$ cat config.mk
export PLATFORM = sky130hd
export DESIGN_NAME = rvs_top
export DESIGN_NICKNAME = d
export VERILOG_FILES = /design/src/core/rvs_pkg.sv /design/src/core/rvs_step_if.sv /design/src/core/rvs_ramp_step.sv /design/src/core/rvs_top.sv
export SDC_FILE = /design/constraint.sdc
export NUM_CORES = 1
export LEC_CHECK = 0
export ABC_AREA = 0
export CORE_UTILIZATION = 60
export DETAILED_ROUTE_END_ITERATION = 8
export DONT_BUFFER_PORTS = 1
export HOLD_SLACK_MARGIN = 0.1
export PLACE_DENSITY = 0.77
export SLEW_MARGIN = 40
export SYNTH_ARGS = -nofsm -noshare
export SYNTH_HDL_FRONTEND = slang
export SYNTH_HIERARCHICAL = 1
export SYNTH_SLANG_ARGS = --single-unit
$ cat constraint.sdc
create_clock -name clock -period 16.9 [get_ports clock]
set_input_delay 5.07 -clock clock [delete_from_list [all_inputs] [get_ports clock]]
set_output_delay 5.07 -clock clock [all_outputs]
set_load 0.01 [all_outputs]
$ cat src/core/rvs_pkg.sv
//Operation
// - Live ramp velocity reads back as 24-bit signed, zero after reset.
// - A negative readback velocity means motion toward lower positions.
// - An 18-bit unsigned start velocity, capped at target, is the speed a positioning move starts from.
// - Between start and threshold velocity the 18-bit first accel applies in positioning mode.
// - A 20-bit unsigned threshold velocity splits first and second phases.
// - A zero threshold skips the first phases, using second accel and decel.
// - Above the threshold the second accel applies, also in velocity mode.
// - Slowing from target down to the threshold uses the second decel in positioning mode and on stops.
// - Select zero is positioning; other codes run velocity modes or hold.
package rvs_pkg;

  // Register indices; byte address is four times the index
  localparam logic [5:0] IDX_VEL_NOW   = 6'h22;
  localparam logic [5:0] IDX_START_VEL = 6'h23;
  localparam logic [5:0] IDX_FIRST_ACC = 6'h24;
  localparam logic [5:0] IDX_PHASE_VEL = 6'h25;

  // Field widths
  localparam int VEL_W   = 24;
  localparam int START_W = 18;
  localparam int ACC_W   = 18;
  localparam int PHASE_W = 20;
  localparam int TGT_W   = 23;

  // Reset values
  localparam logic [17:0] START_VEL_RST = 18'h0_0000;
  localparam logic [17:0] FIRST_ACC_RST = 18'h0_0000;
  localparam logic [19:0] PHASE_VEL_RST = 20'h0_0000;
  localparam logic [22:0] VEL_MAG_RST   = 23'h00_0000;

  // Ramp select encodings
  localparam logic [1:0] SEL_POSITION = 2'h0;
  localparam logic [1:0] SEL_VEL_POS  = 2'h1;
  localparam logic [1:0] SEL_VEL_NEG  = 2'h2;
  localparam logic [1:0] SEL_HOLD     = 2'h3;

  // Acceleration update period
  localparam int CLK_PERIOD_NS = 40;
  localparam int ACC_TICK_NS   = 40960;
  localparam int ACC_TICK_CYC  = ACC_TICK_NS / CLK_PERIOD_NS;

  typedef enum logic [1:0] {RS_IDLE, RS_RUN, RS_STOP} rvs_state_t;

endpackage

$ cat src/core/rvs_step_if.sv
`timescale 1ns/1ps
interface rvs_step_if;
  logic [23:0] cur;
  logic [23:0] goal;
  logic [23:0] rate;
  logic [23:0] nxt;
  modport calc (input cur, input goal, input rate, output nxt);
  modport user (output cur, output goal, output rate, input nxt);
endinterface

$ cat src/core/rvs_ramp_step.sv
`timescale 1ns/1ps
module rvs_ramp_step
  import rvs_pkg::*;
(
  // Step operands
  rvs_step_if.calc stp
);
  wire        goUp;
  wire [24:0] sumV;
  wire [24:0] difV;
  wire [23:0] upV;
  wire [23:0] downV;

  // Move cur toward goal by rate without overshoot
  assign goUp  = stp.cur < stp.goal;
  assign sumV  = {1'b0, stp.cur} + {1'b0, stp.rate};
  assign difV  = {1'b0, stp.cur} - {1'b0, stp.rate};
  assign upV   = (sumV >= {1'b0, stp.goal}) ? stp.goal : sumV[23:0];
  assign downV = (difV[24] || (difV[23:0] <= stp.goal)) ? stp.goal
                                                        : difV[23:0];
  assign stp.nxt = goUp ? upV : downV;
endmodule // rvs_ramp_step

$ cat src/core/rvs_top.sv
// Decided for this implementation: the Avalon-MM slave port.
`timescale 1ns/1ps
module rvs_top
  import rvs_pkg::*;
(
  // Clock and reset
  input  wire logic               clock,
  input  wire logic               rst,
  // Avalon-MM slave
  input  wire logic [7:0]         address,
  input  wire logic               read,
  input  wire logic               write,
  input  wire logic [31:0]        writedata,
  output logic      [31:0]        readdata,
  output logic                    waitrequest,
  // Ramp generator side
  input  wire logic [1:0]         rampSelect,
  input  wire logic [TGT_W-1:0]   targetVelocity,
  input  wire logic [ACC_W-1:0]   secondAccel,
  input  wire logic [ACC_W-1:0]   secondDecel,
  input  wire logic [ACC_W-1:0]   firstDecel,
  input  wire logic [START_W-1:0] stopVelocity,
  input  wire logic               moveReq,
  input  wire logic               moveDir,
  input  wire logic               stopReq,
  // Ramp state
  output logic      [VEL_W-1:0]   rampVelocityNow,
  output logic                    rampBusy
);
  logic [START_W-1:0] startVelocity_r;
  logic [ACC_W-1:0]   firstAccel_r;
  logic [PHASE_W-1:0] phaseThresholdVelocity_r;
  logic [TGT_W-1:0]   mag_r;
  logic [TGT_W-1:0]   mag_nxt;
  logic               dir_r;
  logic               dir_nxt;
  logic [VEL_W-1:0]   vel_r;
  logic [11:0]        tick_r;
  logic               ack_r;
  logic [31:0]        rdData_r;
  rvs_state_t         state_r;
  rvs_state_t         state_nxt;

  rvs_step_if stp ();

  rvs_ramp_step u_step (
    .stp (stp)
  );

  // Bus decode
  wire        req      = read | write;
  wire        wrTake   = write & ack_r;
  wire        hitVel   = address == {IDX_VEL_NOW, 2'b00};
  wire        hitStart = address == {IDX_START_VEL, 2'b00};
  wire        hitAcc   = address == {IDX_FIRST_ACC, 2'b00};
  wire        hitPhase = address == {IDX_PHASE_VEL, 2'b00};
  wire [31:0] rdMux    =
      hitVel   ? {{8{rampVelocityNow[23]}}, rampVelocityNow} :
      hitStart ? {14'h0000, startVelocity_r} :
      hitAcc   ? {14'h0000, firstAccel_r} :
      hitPhase ? {12'h000, phaseThresholdVelocity_r} : 32'h0000_0000;

  assign waitrequest = req & ~ack_r;
  assign readdata    = rdData_r;

  // Signed readback from next magnitude and direction
  wire [VEL_W-1:0] magExt  = {1'b0, mag_nxt};
  wire [VEL_W-1:0] vel_nxt =
      dir_nxt ? (~magExt + 24'h00_0001) : magExt;
  assign rampVelocityNow = vel_r;
  assign rampBusy        = state_r != RS_IDLE;

  // Acceleration time base
  wire        accTick  = tick_r == 12'(ACC_TICK_CYC - 1);
  wire [11:0] tick_nxt = accTick ? 12'h000 : tick_r + 12'h001;

  // Phase selection
  wire        phaseOn  = phaseThresholdVelocity_r != 20'h0_0000;
  wire        belowV1  = phaseOn &&
                         ({1'b0, mag_r} < {4'h0, phaseThresholdVelocity_r});
  wire [23:0] tgtExt   = {1'b0, targetVelocity};
  wire [23:0] curExt   = {1'b0, mag_r};
  wire        posMode  = rampSelect == SEL_POSITION;
  wire        velMode  = (rampSelect == SEL_VEL_POS) ||
                         (rampSelect == SEL_VEL_NEG);
  wire        velDir   = rampSelect == SEL_VEL_NEG;
  wire        reverse  = velMode && (dir_r != velDir) && (mag_r != '0);
  wire        atStopV  = {6'h00, mag_r} <= {6'h00, 5'h00, stopVelocity};
  wire [23:0] startCap = ({6'h00, startVelocity_r} < tgtExt)
                         ? {6'h00, startVelocity_r} : tgtExt;

  // Rate and goal for the step calculator
  wire [ACC_W-1:0] posRunRate =
      (curExt > tgtExt) ? (belowV1 ? firstDecel : secondDecel)
                        : (belowV1 ? firstAccel_r
                                   : secondAccel);
  wire [ACC_W-1:0] stopRate =
      (posMode && belowV1) ? firstDecel : secondDecel;
  wire [ACC_W-1:0] velRate  = secondAccel;
  wire             stopping = state_r == RS_STOP;

  assign stp.cur  = curExt;
  assign stp.goal = (stopping || reverse) ? 24'h00_0000 :
                    (rampSelect == SEL_HOLD) ? curExt : tgtExt;
  assign stp.rate = stopping ? {6'h00, stopRate} :
                    posMode  ? {6'h00, posRunRate} :
                    velMode  ? {6'h00, velRate} : 24'h00_0000;

  // Ramp sequencing
  always_comb begin
    state_nxt = state_r;
    mag_nxt   = mag_r;
    dir_nxt   = dir_r;
    unique case (state_r)
      RS_IDLE: begin
        if (posMode && moveReq) begin
          mag_nxt   = startCap[TGT_W-1:0];
          dir_nxt   = moveDir;
          state_nxt = RS_RUN;
        end else if (velMode && targetVelocity != '0) begin
          dir_nxt   = velDir;
          state_nxt = RS_RUN;
        end
      end
      RS_RUN: begin
        if (stopReq) begin
          state_nxt = RS_STOP;
        end else if (accTick) begin
          mag_nxt = stp.nxt[TGT_W-1:0];
          if (velMode && mag_r == '0) begin
            dir_nxt = velDir;
          end
        end
      end
      RS_STOP: begin
        if (mag_r == '0 || (posMode && belowV1 && atStopV) ||
            (posMode && !phaseOn && atStopV)) begin
          mag_nxt   = '0;
          state_nxt = RS_IDLE;
        end else if (accTick) begin
          mag_nxt = stp.nxt[TGT_W-1:0];
        end
      end
    endcase
  end

  // State, magnitude and direction registers
  always_ff @(posedge clock) begin
    if (rst) begin
      state_r <= RS_IDLE;
    end else begin
      state_r <= state_nxt;
    end
  end

  always_ff @(posedge clock) begin
    if (rst) begin
      mag_r <= VEL_MAG_RST;
    end else begin
      mag_r <= mag_nxt;
    end
  end

  always_ff @(posedge clock) begin
    if (rst) begin
      dir_r <= 1'b0;
    end else begin
      dir_r <= dir_nxt;
    end
  end

  // Registered signed velocity, zero in reset
  always_ff @(posedge clock) begin
    if (rst) begin
      vel_r <= {1'b0, VEL_MAG_RST};
    end else begin
      vel_r <= vel_nxt;
    end
  end

  // Free-running acceleration tick divider
  always_ff @(posedge clock) begin
    if (rst) begin
      tick_r <= 12'h000;
    end else begin
      tick_r <= tick_nxt;
    end
  end

  // Bus handshake: one wait cycle, read data captured during it
  wire rdTake = read & ~ack_r;

  always_ff @(posedge clock) begin
    if (rst) begin
      ack_r <= 1'b0;
    end else begin
      ack_r <= req & ~ack_r;
    end
  end

  always_ff @(posedge clock) begin
    if (rst) begin
      rdData_r <= 32'h0000_0000;
    end else if (rdTake) begin
      rdData_r <= rdMux;
    end
  end

  // Setting registers
  wire wrStart = wrTake & hitStart;
  wire wrAcc   = wrTake & hitAcc;
  wire wrPhase = wrTake & hitPhase;

  always_ff @(posedge clock) begin
    if (rst) begin
      startVelocity_r <= START_VEL_RST;
    end else if (wrStart) begin
      startVelocity_r <= writedata[START_W-1:0];
    end
  end

  always_ff @(posedge clock) begin
    if (rst) begin
      firstAccel_r <= FIRST_ACC_RST;
    end else if (wrAcc) begin
      firstAccel_r <= writedata[ACC_W-1:0];
    end
  end

  always_ff @(posedge clock) begin
    if (rst) begin
      phaseThresholdVelocity_r <= PHASE_VEL_RST;
    end else if (wrPhase) begin
      phaseThresholdVelocity_r <= writedata[PHASE_W-1:0];
    end
  end
endmodule // rvs_top

Yosys cells after proc, flatten, opt, wreduce, memory -nomap -nowiden
Index checks and enable logic that the tools add are counted.
{"block": "totals", "wordCells": 106, "register_bits": 151}
{"block": "op_classes", "muxes": 34, "n_lt_le_gt_ge": 7, "eq_ne": 14, "n_reduce_logical": 26, "addsub": 4, "n_bitwise": 10}
{"operator": "$mux 23", "n": 11}
{"operator": "$mux 18", "n": 7}
{"operator": "$pmux 23 s3", "n": 1}
{"operator": "$mux 20", "n": 3}
{"operator": "$reduce_bool 23->1", "n": 2}
{"operator": "$eq 8x8->1 const B", "n": 4}
{"operator": "$mux 32", "n": 1}
{"operator": "$add 23x18->24", "n": 1}
{"operator": "$add 24x1->24 const B", "n": 1}
{"operator": "$ge 24x23->1", "n": 1}
{"operator": "$le 24x23->1", "n": 1}
{"operator": "$not 23->24", "n": 1}
{"operator": "$sub 23x18->24", "n": 1}
{"operator": "$gt 23x23->1", "n": 1}
{"operator": "$le 23x18->1", "n": 1}
{"operator": "$logic_not 23->1", "n": 1}
{"operator": "$lt 18x23->1", "n": 1}
{"operator": "$lt 23x20->1", "n": 1}
{"operator": "$lt 23x23->1", "n": 1}
{"operator": "$reduce_bool 20->1", "n": 1}
{"operator": "$add 12x1->12 const B", "n": 1}
{"operator": "$eq 12x10->1 const B", "n": 1}
{"operator": "$logic_and 1x1->1", "n": 10}
{"operator": "$mux 2", "n": 4}
{"operator": "other kinds (18)", "n": 37}

Depth between registers and ports, before layout
{"block": "logic_depth", "depth_word": 17, "depth_mapped": 47, "ltp_nobuf": 43}

Modules after synthesis
Netlist, hierarchy kept.
{"mod": "rvs_top", "instances": 1, "area_per_inst_um2": 10737.8, "cells_each": 1425}
{"mod": "rvs_ramp_step", "instances": 1, "area_per_inst_um2": 4605.7, "cells_each": 647}

Worst setup path before layout
No wires, ideal clock.
{"block": "synth_path", "path_type": "input port to flip-flop", "startpoint": "in targetVelocity[14]", "endpoint": "reg vel_r[19], in the netlist rampVelocityNow[19]", "setup_ns": 0.117, "cell_stages": 42, "n_path_buf": 5, "arrival_ns": 12.969, "setup_slack_ns": 3.814, "cell_sequence": "inv_1 ha_1 nand4_1 or4_1 nor2_1 nor4_1 a211o_1 clkbuf_1 clkbuf_1 a21oi_1 a211oi_1 a21oi_1 ha_1 inv_1 fa_1 a211oi_1 o211ai_1 a21oi_1 (+6 left out) nand4_1 nor4_1 nand3_1 nor4_1 nor3_1 or4_1 buf_2 buf_2 o22ai_1 nor2_1 mux2_2 nand2_1 nor2_1 or3_1 buf_4 nor4_4 nand3_1 a32o_1"}
{"block": "synth_via", "elab_chain_len": 15, "elab_cells_between_ends": 30, "cone_classes": "add/sub: 3; order compare: 5; mux: 18; bitwise: 1; reduce/logical: 3"}
{"item": "from (decl)", "line_no": "rvs_top.sv:18", "rtl": "input wire logic [TGT_W-1:0] targetVelocity,"}
{"item": "$gt 23x23->1 *", "line_no": "rvs_top.sv:94", "rtl": "(curExt > tgtExt) ? (belowV1 ? firstDecel : secondDecel)"}
{"item": "$mux 18 *", "line_no": "rvs_top.sv:94"}
{"item": "$mux 18 *", "line_no": "rvs_top.sv:106", "rtl": "posMode ? {6'h00, posRunRate} :"}
{"item": "$mux 18 *", "line_no": "rvs_top.sv:105", "rtl": "assign stp.rate = stopping ? {6'h00, stopRate} :"}
{"item": "via stp.rate[0]", "line_no": "rvs_step_if.sv:5", "rtl": "logic [23:0] rate;"}
{"item": "$sub 23x18->24", "line_no": "rvs_ramp_step.sv:17", "rtl": "assign difV = {1'b0, stp.cur} - {1'b0, stp.rate};"}
{"item": "$le 24x23->1", "line_no": "rvs_ramp_step.sv:19", "rtl": "assign downV = (difV[24] || (difV[23:0] <= stp.goal)) ? stp.goal"}
{"item": "$logic_or 1x1->1", "line_no": "rvs_ramp_step.sv:19"}
{"item": "$mux 23", "line_no": "rvs_ramp_step.sv:19"}
{"item": "$mux 23 *", "line_no": "rvs_ramp_step.sv:21", "rtl": "assign stp.nxt = goUp ? upV : downV;"}
{"item": "via stp.nxt[11]", "line_no": "rvs_step_if.sv:6", "rtl": "logic [23:0] nxt;"}
{"item": "$mux 23 *", "line_no": "rvs_top.sv:128, rvs_top.sv:140"}
{"item": "$mux 23 (on tied branches)", "line_no": "rvs_top.sv:136, rvs_top.sv:126"}
{"item": "$pmux 23 s3 *", "line_no": "rvs_top.sv:114", "rtl": "unique case (state_r)"}
{"item": "$not 23->24 *", "line_no": "rvs_top.sv:69", "rtl": "dir_nxt ? (~magExt + 24'h00_0001) : magExt;"}
{"item": "$add 24x1->24 *", "line_no": "rvs_top.sv:69"}
{"item": "$mux 23 *", "line_no": "rvs_top.sv:69"}
{"item": "to (signal assigned)", "line_no": "rvs_top.sv:175", "rtl": "vel_r <= {1'b0, VEL_MAG_RST};"}
{"item": "to (signal assigned)", "line_no": "rvs_top.sv:177", "rtl": "vel_r <= vel_nxt;"}
{"item": "to (decl)", "line_no": "rvs_top.sv:37", "rtl": "logic [VEL_W-1:0] vel_r;"}
The timed path passes the listed nets; every way through them passes the cells marked *.
A chain may end at the register's enable or synchronous reset.

Worst setup path after layout
Ends and elaborated chain as after synthesis.

==> run summary <==
Status -> finished clean
Top cell by count, worst path -> a21oi_1
Worst vdd ir -> 0.116 mV
Hold WC Path Type -> flop to flop
Die area -> 0.0262 sq mm
Fin crit share -> 91.6%
Design area -> 0.0160 sq mm
H-tree depth -> 4
Port Buffers -> 0
Die H -> 162 microns
FF-to-FF Start -> mag_r[13]$_SDFF_PP0_
Drt first pass iters -> 6
Post-Place Cell Area -> 0.0154 sq mm
Tmin final -> 15,470 ps
CTS tree -> yes
Die X -> 162 microns
Iter 0 DRT Violations -> 1,971
ANT cells -> 0
Register Area -> 0.00284 sq mm
Post-CTS Setup Inserts -> 0
F_max -> 64.6 MHz
Starting Density -> 61.1%
Gr usage total -> 42.8%
Final Max Tran Viols -> 0
Largest net degree at the start of global routing -> 144
GR Layer Usage met2 -> 67.0%
CP arrival -> 15,790 ps
CTS Buffer Depth -> 2
DP HPWL -> 43,300 microns
Final RePlAce weighted congestion -> 1.02
Filler instances -> 2,311
Hold_sp -> tick_r[0]$_SDFF_PP0_
Gr busiest metal -> met2
WP data required -> 17,210 ps
CTS Sinks -> 142
Post-DR vias/cell -> 6.74
Final setup vio count -> 0
Cell count after synthesis -> 2,070
Final setup TNS -> 0 ps
CTS root buf -> clkbuf_16
Avg Synthesized Cell Area -> 7.41 sq um
Std cell rows -> 58
Vias -> 15,832
Avg WL per Cell -> 24.3 microns
Worst-Margin Slew -> 912 ps
Multi-input logic area -> 0.0114 sq mm
Pwr per Cell Area -> 164 mW/mm^2
Total length of routed wires -> 57,000 microns
RSZ-0062 raised after global routing -> no
CP max stage delay -> 610 ps
Met1 Use GR -> 52.8%
CP startpoint kind -> input pin
Vias in the first global route -> 14,819
Max-cap violations -> 0
Final Hold Vio Count -> 0
Worst Setup Path Type -> input pin to flop
Synth Cell Area -> 0.0153 sq mm
Met3 usage -> 9.93%
LEAKAGE -> 0.00670 uW
DRC Markers -> 0
I/O pin cnt -> 202
Nets -> 2,356
Share of layout cells above drive strength 1 -> 6.39%
Hold_buf cts -> 0
Slew HR -> 39.1%
Grt ovf -> 0
Crit end category -> flop
First-pass GRT wire length -> 85,700 microns
Worst setup path start -> targetVelocity[14]
Yosys warnings -> 6
Clk Latency, worst-skew pair -> 440 ps
CTS-repair resized insts -> 0
ANT nets after route -> 0
Layout area overhead -> 4.58%
Initial antenna violation count -> 0
CTS buffer count -> 17
Final Skew -> 15.7 ps
Worst path slowest cell -> or4_1
Clk pin slew, worst setup/hold paths -> 70 ps
Core footprint -> 0.0251 sq mm
Worst-path maximum fanout -> 32
## power by group
part	switching (uW)	internal, uW
sequential	89.1	377
clock	180	197
combinational	1130	657
total	1400	1230
## worst paths after layout
kind              slack, ps                             end  cells past startpoint
setup / recovery       1430  rampVelocityNow[19]$_SDFF_PP0_                     39
hold / removal          460            tick_r[0]$_SDFF_PP0_                      1
setup reg to reg       5290  rampVelocityNow[19]$_SDFF_PP0_                     38
hold reg to reg         460            tick_r[0]$_SDFF_PP0_                      1
## worst max-delay path: cells and delay by family
kind / cells / cell delay [ps]
compound gates: 16 / 4290
simple gates: 15 / 4200
fa+ha+maj: 3 / 890
buf+inv: 4 / 870
xor+xnor: 1 / 410
## cells in the final DEF, fill, tap and decap left out, types with 17 or more instances in the layout
cell type / instances
nand3_1: 60
dfxtp_1: 141
a21o_1: 19
nor3_1: 31
mux2i_1: 67
a31oi_1: 18
nor2b_1: 37
xor2_1: 19
clkbuf_16: 17
nand4_1: 29
nor2_1: 199
nand2_1: 214
nor4_1: 29
buf_4: 34
inv_1: 149
xnor2_1: 43
a211oi_1: 65
ha_1: 203
o21ai_0: 93
a21oi_1: 189
a22oi_1: 42
a311oi_1: 21
## cell type report
class	count	share of cell area, %
multi-input cells	1659	71.0
well taps	330	2.58
repair buffers	35	1.62
clock inverters	14	0.874
flip-flops and latches	142	17.7
clock buffers	18	2.68
inverters	151	3.54
## registers in the layout, summed over array words and instances, names as in the netlist
name / count
state_r: 2
phaseThresholdVelocity_r: 20
readdata: 24
dir_r: 1
ack_r: 1
firstAccel_r: 18
tick_r: 12
startVelocity_r: 18
rampVelocityNow: 23
mag_r: 23
## metal layers
layer  up-vias  routed length, microns
met3       197                    6080
met4         0                    3960
met1      7385                   22000
met5         -                       0
li1       7375                       -
met2       875                   25000
## metrics by stage
stage	worst slack (ps)	power, uW	hold WS (ps)	cells	util, %
2_1_floorplan	3810	1750	426	2085	-
3_3_place_gp	1570	2160	439	2316	61.5
3_5_place_dp	1550	2190	455	2316	61.5
4_1_cts	1880	2580	466	2348	63.8
5_1_grt	855	2800	494	2349	63.8
6_report	1430	2630	464	2349	63.8
Power figures use the tool's default switching activity.
